**src/logic/flpa_params.svh**
```systemverilog
/*
 * constants for the link partner ability capture block: register offsets,
 * field positions, reset values and mode codes.
 * assumes inclusion by bare name from the design files.
 */
`ifndef FLPA_PARAMS_SVH
`define FLPA_PARAMS_SVH

`define FLPA_IDX_ADVERT      4'h4
`define FLPA_IDX_PARTNER     4'h5
`define FLPA_IDX_CTRL        4'h6
`define FLPA_IDX_STATUS      4'h7
`define FLPA_ADDR_LSB        2
`define FLPA_ADDR_MSB        5
`define FLPA_ADVERT_MEDIA    16'h0001
`define FLPA_ZERO16          16'h0000
`define FLPA_MODE_1000BX     2'h1
`define FLPA_MODE_SGMII_SYS  2'h2
`define FLPA_MODE_SGMII_MED  2'h3
`define FLPA_MODE_RESET      2'h1
`define FLPA_MASK_1000BX     16'hF1E0
`define FLPA_MASK_SGMII_SYS  16'h4000
`define FLPA_MASK_SGMII_MED  16'hDF80
`define FLPA_MASK_ENHANCED   16'h0380
`define FLPA_MATCH_NEEDED    2'h3
`define FLPA_BIT_ANEG_EN     2
`define FLPA_BIT_ENHANCED    3
`define FLPA_BIT_SWRESET     4
`define FLPA_HTRANS_NONSEQ   1'b1

`endif

```
**src/logic/flpa_pkg.sv**
```systemverilog
/*
 * types shared by the link partner ability capture block.
 * assumes flpa_params.svh for numeric constants.
 */
package flpa_pkg;
    typedef enum logic [1:0] {
        FLPA_ABL_IDLE,
        FLPA_ABL_COUNT,
        FLPA_ABL_ABLE
    } flpa_abl_state_t;

    typedef struct packed {
        logic [15:0] word;
        logic [1:0]  seen_cnt;
        flpa_abl_state_t st;
        logic        able;
    } flpa_detect_state_t;

    typedef struct packed {
        logic [15:0] page;
    } flpa_capture_state_t;
endpackage

```
**src/logic/flpa_rx_if.sv**
```systemverilog
/*
 * carries received code words and link events between the top and the
 * capture and detect modules.
 * assumes a single clock domain.
 */
`timescale 1ns/1ps
interface flpa_rx_if;
    logic        cfg_valid;
    logic [15:0] cfg_word;
    logic        sync_ok;
    logic        aneg_en;
    logic        page_rx;
    logic        link_down;
    logic        sw_reset;
    logic        able;
    logic [15:0] page;

    modport top (output cfg_valid, output cfg_word, output sync_ok, output aneg_en,
                 output page_rx, output link_down, output sw_reset, input able, input page);
    modport det (input cfg_valid, input cfg_word, input sync_ok, input aneg_en,
                 input sw_reset, output able);
    modport cap (input cfg_word, input page_rx, input link_down, input sw_reset, output page);
endinterface

```
**src/logic/flpa_capture.sv**
```systemverilog
/*
 * holds the last received base page; cleared on link down or reset.
 * assumes single-cycle page and link-down strobes on hclk.
 */
`timescale 1ns/1ps
`include "flpa_params.svh"
module flpa_capture (
    input  wire logic hclk,
    input  wire logic hresetn,
    flpa_rx_if.cap    rx
);
    flpa_pkg::flpa_capture_state_t s_q;
    flpa_pkg::flpa_capture_state_t s_d;

    always_comb begin
        s_d = s_q;
        if (rx.link_down || rx.sw_reset) begin
            s_d.page = `FLPA_ZERO16;
        end else if (rx.page_rx) begin
            s_d.page = rx.cfg_word;
        end
    end

    always_ff @(posedge hclk or negedge hresetn) begin
        if (!hresetn) begin
            s_q <= '{page: `FLPA_ZERO16};
        end else begin
            s_q <= s_d;
        end
    end

    assign rx.page = s_q.page;
endmodule

```
**src/logic/flpa_detect.sv**
```systemverilog
/*
 * decides whether the partner is negotiation capable from matching
 * configuration code groups.
 * assumes synchronised inputs on hclk.
 */
`timescale 1ns/1ps
`include "flpa_params.svh"
module flpa_detect (
    input  wire logic hclk,
    input  wire logic hresetn,
    flpa_rx_if.det    rx
);
    flpa_pkg::flpa_detect_state_t s_q;
    flpa_pkg::flpa_detect_state_t s_d;

    always_comb begin
        s_d = s_q;
        if (!rx.sync_ok || !rx.aneg_en || rx.sw_reset) begin
            s_d.st       = flpa_pkg::FLPA_ABL_IDLE;
            s_d.seen_cnt = 2'h0;
            s_d.able     = 1'b0;
        end else if (rx.cfg_valid) begin
            case (s_q.st)
                flpa_pkg::FLPA_ABL_IDLE: begin
                    if (rx.cfg_word != `FLPA_ZERO16) begin
                        s_d.word     = rx.cfg_word;
                        s_d.seen_cnt = 2'h1;
                        s_d.st       = flpa_pkg::FLPA_ABL_COUNT;
                    end
                end
                flpa_pkg::FLPA_ABL_COUNT: begin
                    if (rx.cfg_word == `FLPA_ZERO16) begin
                        s_d.st       = flpa_pkg::FLPA_ABL_IDLE;
                        s_d.seen_cnt = 2'h0;
                    end else if (rx.cfg_word != s_q.word) begin
                        s_d.word     = rx.cfg_word;
                        s_d.seen_cnt = 2'h1;
                    end else if (s_q.seen_cnt + 2'h1 == `FLPA_MATCH_NEEDED) begin
                        s_d.seen_cnt = `FLPA_MATCH_NEEDED;
                        s_d.st       = flpa_pkg::FLPA_ABL_ABLE;
                        s_d.able     = 1'b1;
                    end else begin
                        s_d.seen_cnt = s_q.seen_cnt + 2'h1;
                    end
                end
                flpa_pkg::FLPA_ABL_ABLE: begin
                    s_d.able = 1'b1;
                end
                default: begin
                    s_d.st = flpa_pkg::FLPA_ABL_IDLE;
                end
            endcase
        end
    end

    always_ff @(posedge hclk or negedge hresetn) begin
        if (!hresetn) begin
            s_q <= '{word: `FLPA_ZERO16, seen_cnt: 2'h0, st: flpa_pkg::FLPA_ABL_IDLE, able: 1'b0};
        end else begin
            s_q <= s_d;
        end
    end

    assign rx.able = s_q.able;
endmodule

```
**src/logic/flpa_top.sv**
```systemverilog
/*
 * link partner ability capture with an ahb-lite register slave.
 * assumes link-side inputs arrive asynchronously and one ahb master.
 */
`timescale 1ns/1ps
`include "flpa_params.svh"
module flpa_top (
    hclk,
    hresetn,
    hsel,
    haddr,
    htrans,
    hwrite,
    hsize,
    hwdata,
    hready,
    hrdata,
    hreadyout,
    hresp,
    rx_cfg_valid,
    rx_cfg_word,
    rx_sync_ok,
    rx_page_rx,
    rx_link_down,
    partner_able
);
    input  wire logic        hclk;
    input  wire logic        hresetn;
    input  wire logic        hsel;
    input  wire logic [31:0] haddr;
    input  wire logic [1:0]  htrans;
    input  wire logic        hwrite;
    input  wire logic [2:0]  hsize;
    input  wire logic [31:0] hwdata;
    input  wire logic        hready;
    output logic      [31:0] hrdata;
    output logic             hreadyout;
    output logic             hresp;
    input  wire logic        rx_cfg_valid;
    input  wire logic [15:0] rx_cfg_word;
    input  wire logic        rx_sync_ok;
    input  wire logic        rx_page_rx;
    input  wire logic        rx_link_down;
    output logic             partner_able;

    typedef struct packed {
        logic [1:0]  s1;
        logic [1:0]  s2;
        logic [15:0] w1;
        logic [15:0] w2;
        logic [1:0]  e1;
        logic [1:0]  e2;
        logic        wr_pend;
        logic        rd_pend;
        logic [3:0]  idx;
        logic [1:0]  mode;
        logic        aneg_en;
        logic        enhanced;
        logic        sw_reset;
        logic [31:0] rdata;
        logic        able;
    } flpa_top_state_t;

    flpa_top_state_t s_q;
    flpa_top_state_t s_d;
    flpa_rx_if       rx ();
    logic [15:0]     page_view;
    logic            addr_ph;

    assign addr_ph = hsel && hready && htrans[1] == `FLPA_HTRANS_NONSEQ;

    // layout of the ability register by mode
    always_comb begin
        case (s_q.mode)
            `FLPA_MODE_1000BX: begin
                page_view = rx.page & `FLPA_MASK_1000BX;
            end
            `FLPA_MODE_SGMII_SYS: begin
                page_view = rx.page & `FLPA_MASK_SGMII_SYS;
            end
            `FLPA_MODE_SGMII_MED: begin
                page_view = rx.page & `FLPA_MASK_SGMII_MED;
                if (!s_q.enhanced) begin
                    page_view = page_view & ~`FLPA_MASK_ENHANCED;
                end
            end
            default: begin
                page_view = `FLPA_ZERO16;
            end
        endcase
        // acknowledge shows in the 1000bx, system and media layouts; mode 0 reads zero
    end

    always_comb begin
        s_d          = s_q;
        s_d.s1       = {rx_sync_ok, rx_cfg_valid};
        s_d.s2       = s_q.s1;
        s_d.w1       = rx_cfg_word;
        s_d.w2       = s_q.w1;
        s_d.e1       = {rx_link_down, rx_page_rx};
        s_d.e2       = s_q.e1;
        s_d.sw_reset = 1'b0;
        s_d.able     = rx.able;
        if (addr_ph) begin
            s_d.wr_pend = hwrite;
            s_d.rd_pend = !hwrite;
            s_d.idx     = haddr[`FLPA_ADDR_MSB:`FLPA_ADDR_LSB];
        end else if (hready) begin
            s_d.wr_pend = 1'b0;
            s_d.rd_pend = 1'b0;
        end
        if (s_q.wr_pend && s_q.idx == `FLPA_IDX_CTRL) begin
            s_d.mode     = hwdata[1:0];
            s_d.aneg_en  = hwdata[`FLPA_BIT_ANEG_EN];
            s_d.enhanced = hwdata[`FLPA_BIT_ENHANCED];
            s_d.sw_reset = hwdata[`FLPA_BIT_SWRESET];
        end
        // writes to the advert and ability words fall away
        if (addr_ph && !hwrite) begin
            case (haddr[`FLPA_ADDR_MSB:`FLPA_ADDR_LSB])
                `FLPA_IDX_ADVERT: begin
                    s_d.rdata = {16'h0000, (s_q.mode == `FLPA_MODE_SGMII_MED) ? `FLPA_ADVERT_MEDIA
                                                                                : `FLPA_ZERO16};
                end
                `FLPA_IDX_PARTNER: begin
                    s_d.rdata = {16'h0000, page_view};
                end
                `FLPA_IDX_CTRL: begin
                    s_d.rdata = {27'h0000000, 1'b0, s_q.enhanced, s_q.aneg_en, s_q.mode};
                end
                `FLPA_IDX_STATUS: begin
                    s_d.rdata = {31'h00000000, s_q.able};
                end
                default: begin
                    s_d.rdata = 32'h00000000;
                end
            endcase
        end
    end

    always_ff @(posedge hclk or negedge hresetn) begin
        if (!hresetn) begin
            s_q          <= '0;
            s_q.mode     <= `FLPA_MODE_RESET;
            s_q.aneg_en  <= 1'b1;
        end else begin
            s_q <= s_d;
        end
    end

    assign rx.cfg_valid = s_q.s2[0];
    assign rx.sync_ok   = s_q.s2[1];
    assign rx.cfg_word  = s_q.w2;
    assign rx.page_rx   = s_q.e2[0];
    assign rx.link_down = s_q.e2[1];
    assign rx.aneg_en   = s_q.aneg_en;
    assign rx.sw_reset  = s_q.sw_reset;

    flpa_detect u_detect (
        .hclk    (hclk),
        .hresetn (hresetn),
        .rx      (rx)
    );

    flpa_capture u_capture (
        .hclk    (hclk),
        .hresetn (hresetn),
        .rx      (rx)
    );

    assign hrdata       = s_q.rdata;
    assign hreadyout    = 1'b1;
    assign hresp        = 1'b0;
    assign partner_able = s_q.able;
endmodule
```
**config.mk**
```make
export PLATFORM = sky130hd
export DESIGN_NAME = flpa_top
export DESIGN_NICKNAME = d
export VERILOG_FILES = /design/src/logic/flpa_pkg.sv /design/src/logic/flpa_rx_if.sv /design/src/logic/flpa_capture.sv /design/src/logic/flpa_detect.sv /design/src/logic/flpa_top.sv
export VERILOG_INCLUDE_DIRS = /design/src /design/src/logic
export SDC_FILE = /design/constraint.sdc
export NUM_CORES = 1
export LEC_CHECK = 0
export BUFFER_PORTS_ARGS = -buffer_cell sky130_fd_sc_hd__buf_4
export CORE_MARGIN = 2
export CORE_UTILIZATION = 30
export CTS_CLUSTER_DIAMETER = 100
export DETAILED_ROUTE_END_ITERATION = 12
export GPL_ROUTABILITY_DRIVEN = 0
export RECOVER_POWER = 50
export SETUP_SLACK_MARGIN = 0.05
export SYNTH_ARGS = -nofsm -noshare
export SYNTH_HDL_FRONTEND = slang
export SYNTH_SLANG_ARGS = --single-unit
export TNS_END_PERCENT = 1
```
**constraint.sdc**
```tcl
create_clock -name hclk -period 2.1 [get_ports hclk]
set_input_delay 0.315 -clock hclk [delete_from_list [all_inputs] [get_ports hclk]]
set_output_delay 0.315 -clock hclk [all_outputs]
set_load 0.005 [all_outputs]
```
**Word level (Yosys, flattened, before mapping)**

Index checks and enable logic that the tools add are counted.

- Register bits after elaboration: 120
- Input port bits: 94
- Output and inout bits: 35
- Word-level logic and storage cells: 89

- Add/sub/neg operators: 1
- Equality and inequality tests: 22
- Mux-type cells: 23
- Bitwise logic cells: 1
- Reductions and logical operators: 23

Operator list:

| operator | number |
|---|---|
| $mux 16 | 4 |
| $pmux 16 s4 | 1 |
| $pmux 16 s3 | 1 |
| $pmux 18 s2 | 1 |
| $eq 4x3->1 const B | 5 |
| $mux 20 | 1 |
| $logic_not 16->1 | 1 |
| $ne 16x16->1 | 1 |
| $reduce_bool 16->1 | 1 |
| $mux 10 | 1 |
| $mux 5 | 2 |
| $reduce_and 5->1 | 2 |
| $eq 2x2->1 const B | 4 |
| $mux 2 | 4 |
| $reduce_bool 2->1 | 4 |
| $mux 3 | 2 |
| $ne 2x1->1 const B | 3 |
| $ne 3x1->1 const B | 2 |
| $ne 3x2->1 const B | 2 |
| $pmux 2 s3 | 1 |
| $reduce_and 6->1 | 1 |
| $reduce_bool 3->1 | 2 |
| $eq 2x1->1 const B | 2 |
| $logic_and 1x1->1 | 4 |
| other kinds (12) | 18 |

**Depth between registers and ports, before layout**

- Word-level depth: 8
- Mapped depth: 6
- Gate-level depth less buffers: 6

**By module**

Synthesis repeated with hierarchy kept, for this count alone.

- Cells, all modules: 303
- Area, all modules: 4155.2 µm²

By module, submodules not included:

| module | instances | cells an instance | area each (µm²) | sequential area each (µm²) |
|---|---|---|---|---|
| flpa_top | 1 | 159 | 2352.3 | 1654.1 |
| flpa_detect | 1 | 91 | 1141.1 | 525.5 |
| flpa_capture | 1 | 53 | 661.9 | 400.4 |

**Worst setup path after synthesis**

OpenSTA, ideal clock, no wires.

- Kind: register to register
- Start point: register u_detect.s_q[2] (netlist name)
- End point: register u_detect.s_q[12] (netlist name)
- Library setup time: 125 ps
- Arrival: 1835 ps
- Data required time: 1975 ps
- Setup slack: 140 ps
- Cell stages (with the launch flop): 7
- Path buffers: 1
- Clock period less this slack: 1960 ps
- Cell sequence: dfrtp_1 inv_1 ha_1 o21ai_0 a211oi_4 buf_6 mux2_4

- Longest elaborated chain between the ends: 3
- Elaborated cells on any way between the ends: 8
- Those cells by class: eq/ne: 4; mux: 1; reduce/logical: 3

RTL lines:

| item | line | RTL |
|---|---|---|
| start: declaration | flpa_detect.sv:13 | `flpa_pkg::flpa_detect_state_t s_q;` |
| start signal: assignment | flpa_detect.sv:58 | `` s_q <= '{word: `FLPA_ZERO16, seen_cnt: 2'h0, st: flpa_pkg::FLPA_ABL_IDLE, able: 1'b0}; `` |
| $eq 2x1->1 or $logic_not 2->1 (tied branches) | flpa_detect.sv:23 | `case (s_q.st)` |
| $ne 2x2->1 (no line), or another cell as far along | -- |  |
| $reduce_and 6->1 (no line) | -- |  |

Parallel ways exist; a longest one is shown, timed or not.
A chain may end at the register's enable or synchronous reset.

**Worst setup path in the final report**

- Start point: register s_q, in the netlist rx.cfg_word[9]
- End point: register u_detect.s_q[1] (netlist name)

- Longest elaborated chain between the ends: 5
- Elaborated cells on any way between the ends: 11
- Those cells by class: eq/ne: 4; mux: 4; reduce/logical: 3

RTL lines:

| item | line | RTL |
|---|---|---|
| start: declaration | flpa_top.sv:64 | `flpa_top_state_t s_q;` |
| $logic_not 16->1 (no line) | -- |  |
| $mux 4 | flpa_detect.sv:32 | `` if (rx.cfg_word == `FLPA_ZERO16) begin `` |
| $pmux 2 s3 | flpa_detect.sv:23 |  |
| $mux 5 | flpa_detect.sv:22 | `end else if (rx.cfg_valid) begin` |
| $mux 5 | flpa_detect.sv:18 | `if (!rx.sync_ok \|\| !rx.aneg_en \|\| rx.sw_reset) begin` |

Parallel ways exist; a longest one is shown, timed or not. The select of a mux whose other input is x is not followed.

==> metrics <==
Residual DRC=0; TritonRoute pass-1 iters=4; Congestion Overflow GR=0; Filler cells=1,269; f_max=527 MHz; Buf/Inv on CP=1; Yosys reg bits=98; post-synthesis sequential area ratio=61.4%; min Tclk post-route=1.90 ns; diode count=0; Leak Pwr=2.28 nW; share of cells above drive strength 1=31.9%; die area=0.0143 mm²; initial antenna violation count=0; Critical Path Source=rx.cfg_word[9]; Max-Cap Viols=0; Slowest cell on crit path=dfrtp_1; nets=476; worst setup margin=0.201 ns; # rows=42; RSZ-0062 raised after global routing=false; hold path depth=1; Worst R2R Start=rx.cfg_word[9]; pre-CTS WS=-0.195 ns; CP top delay family=simple AND/OR/NAND/NOR gates; Hold WS=0.0970 ns; top-area cell type share of the netlist area=60.1%; cells on worst reg2reg path=6; crit path DAT=2.16 ns; R2R setup slack=0.20 ns; PostCTS Resize Cnt=0; Post-synth top flop=dfrtp_1; worst-margin pin slew=1.09 ns; metal3 WL=404 µm; synthesis-to-layout area growth=23.3%; Slew Limit Headroom=27.1%; most common cell after layout, fill and taps aside=dfrtp_1; met1 WL=3370 µm; largest net degree at the start of global routing=45; Die X=119 µm; Initial DRC Count=141; worst-skew pair later-pin latency=0.34 ns; Final Cycle Share=90.4%; clk buf depth=2; clk_skew=0.00717 ns; core area=0.0131 mm²; DP Wirelength=5070 µm; Worst Hold Class=in -> reg; Root Buffer=clkbuf_16; Post-synth EDFFs=0; YS warnings=0; final wirelength=6940 µm; number of global-route vias before repair=2,400; synthesized area=0.00400 mm²; Power Density=956 mW/mm²; Yosys top cell by area=dfrtp_1; Pins Over Slew Limit=0; met2 routed WL=3030 µm; Num CTS Buffers=9; Wirelength per Cell=12.4 µm; Setup violations, final=0; Avg Cell Area, Syn=12.8 µm²; Hold Path End=s_d[45]; Startpoint Class=register; Vias=2,350; WP data required=2.36 ns; VDD IR-drop max=0.467 mV; global-route wire length before repair=11,800 µm; Global Route Usage Sum=10.7%; Post-Place Cells=540; hold_sp=rx_link_down; Post-Layout Cell Count=558; status=finished clean; CTS tree=done; top cells by area, synth=dfrtp_1, buf_4, mux2_2; critical path class=reg -> reg; total clock sinks=98; synth unique cells=40; final core utilization=37.5%; initial core utilization=30.4%; post-route ant nets=0; IO Pins=129; most frequent cells in the layout=dfrtp_1, buf_4, nand2_1; final hold vios=0; Synth async-reset ratio=100%; CP endpoint kind=register; Die H=119 µm; FF-to-FF End=u_detect.s_q[1]; drt via density=4.21; Port-buffer cells=50; highest routed layer=met4; number of H-tree levels=3; worst-path cell chain=nor4_1 > nand4_1 > buf_4 > o31a_1 > o211ai_1 > mux2i_1; worst-path fanout max=6; clock-pin slew on the worst setup and hold paths=0.06 ns; CP max stage delay=0.44 ns; Cells after Synth=312
[registers in the layout, summed over array words and instances, names as in the netlist, 8 cells and up]
register,count
hrdata,15
u_capture.rx.page,11
s_d,20
rx.cfg_word,16
u_detect.s_q,20
s_q,8
[synthesized netlist by cell type (2+ instances only)]
cell type	instances
nand4_1	5
nor4_1	4
nand3_1	8
dfstp_2	2
a22o_1	2
buf_4	34
o21ai_0	12
nor2_1	17
conb_1	2
clkbuf_1	5
nand4b_1	2
or2_2	2
mux2_4	9
xnor2_1	16
a31oi_1	2
mux2_2	16
nand2_1	30
dfrtp_1	96
nand2b_1	3
o21bai_1	2
ha_1	5
inv_1	7
nor3b_1	3
mux2i_1	12
[routing by layer]
metal | GRT usage, % | up-vias
met3 | 3.83 | 11
met2 | 15.8 | 70
met1 | 14.2 | 1145
met5 | 0 | -
met4 | 4.63 | 0
li1 | - | 1124
[final cells by class]
cell class | instances | area (µm²) | share of cell area, %
sequential | 98 | 2450 | 49.8
multi-input combinational | 183 | 1290 | 26.2
timing repair buffer | 78 | 607 | 12.3
clock buffer | 12 | 256 | 5.21
tap | 176 | 220 | 4.47
clock inverter | 4 | 73.8 | 1.50
inverter | 7 | 26.3 | 0.533
[per-stage QoR]
stage	power (W)	TNS, ns	instance area, µm²
3_3_place_gp	0.00295	-2.34	4570
5_1_grt	0.00496	0	4930
4_1_cts	0.00478	0	4930
6_report	0.00471	0	4930
3_5_place_dp	0.00298	-2.51	4570
2_1_floorplan	0.00277	0	4060
[worst max-delay path by stage]
stage               cells past startpoint               end  slack [ns]
floorplan                               6  u_detect.s_q[12]        0.14
global placement                        5   u_detect.s_q[6]       -0.18
detailed placement                      5   u_detect.s_q[7]       -0.19
CTS                                     6   u_detect.s_q[1]        0.17
global route                            6   u_detect.s_q[1]        0.07
finish                                  6   u_detect.s_q[1]        0.20
[repair_timing]
action,CTS,global route
endpoints found under the hold margin,41,0
setup endpoints to repair,17,0
buffers inserted,1,0
hold buffers,1,0
[cells by family after synthesis]
kind of cell	synth area share, %
DFF	61.4
and+or+nand+nor	9.87
buffers and inverters	7.89
muxes	10.9
AOI/OAI and AO/OA	4.64
xor gates and xnor gates	3.51
adders and majority gates	1.57
other	0.188
[power breakdown]
group	switching (W)	internal (W)	total, W
combinational	0.000248	0.000404	0.000651
clock	0.000661	0.00111	0.00177
sequential	0.000167	0.00212	0.00229
(Power assumes the default switching activity.)
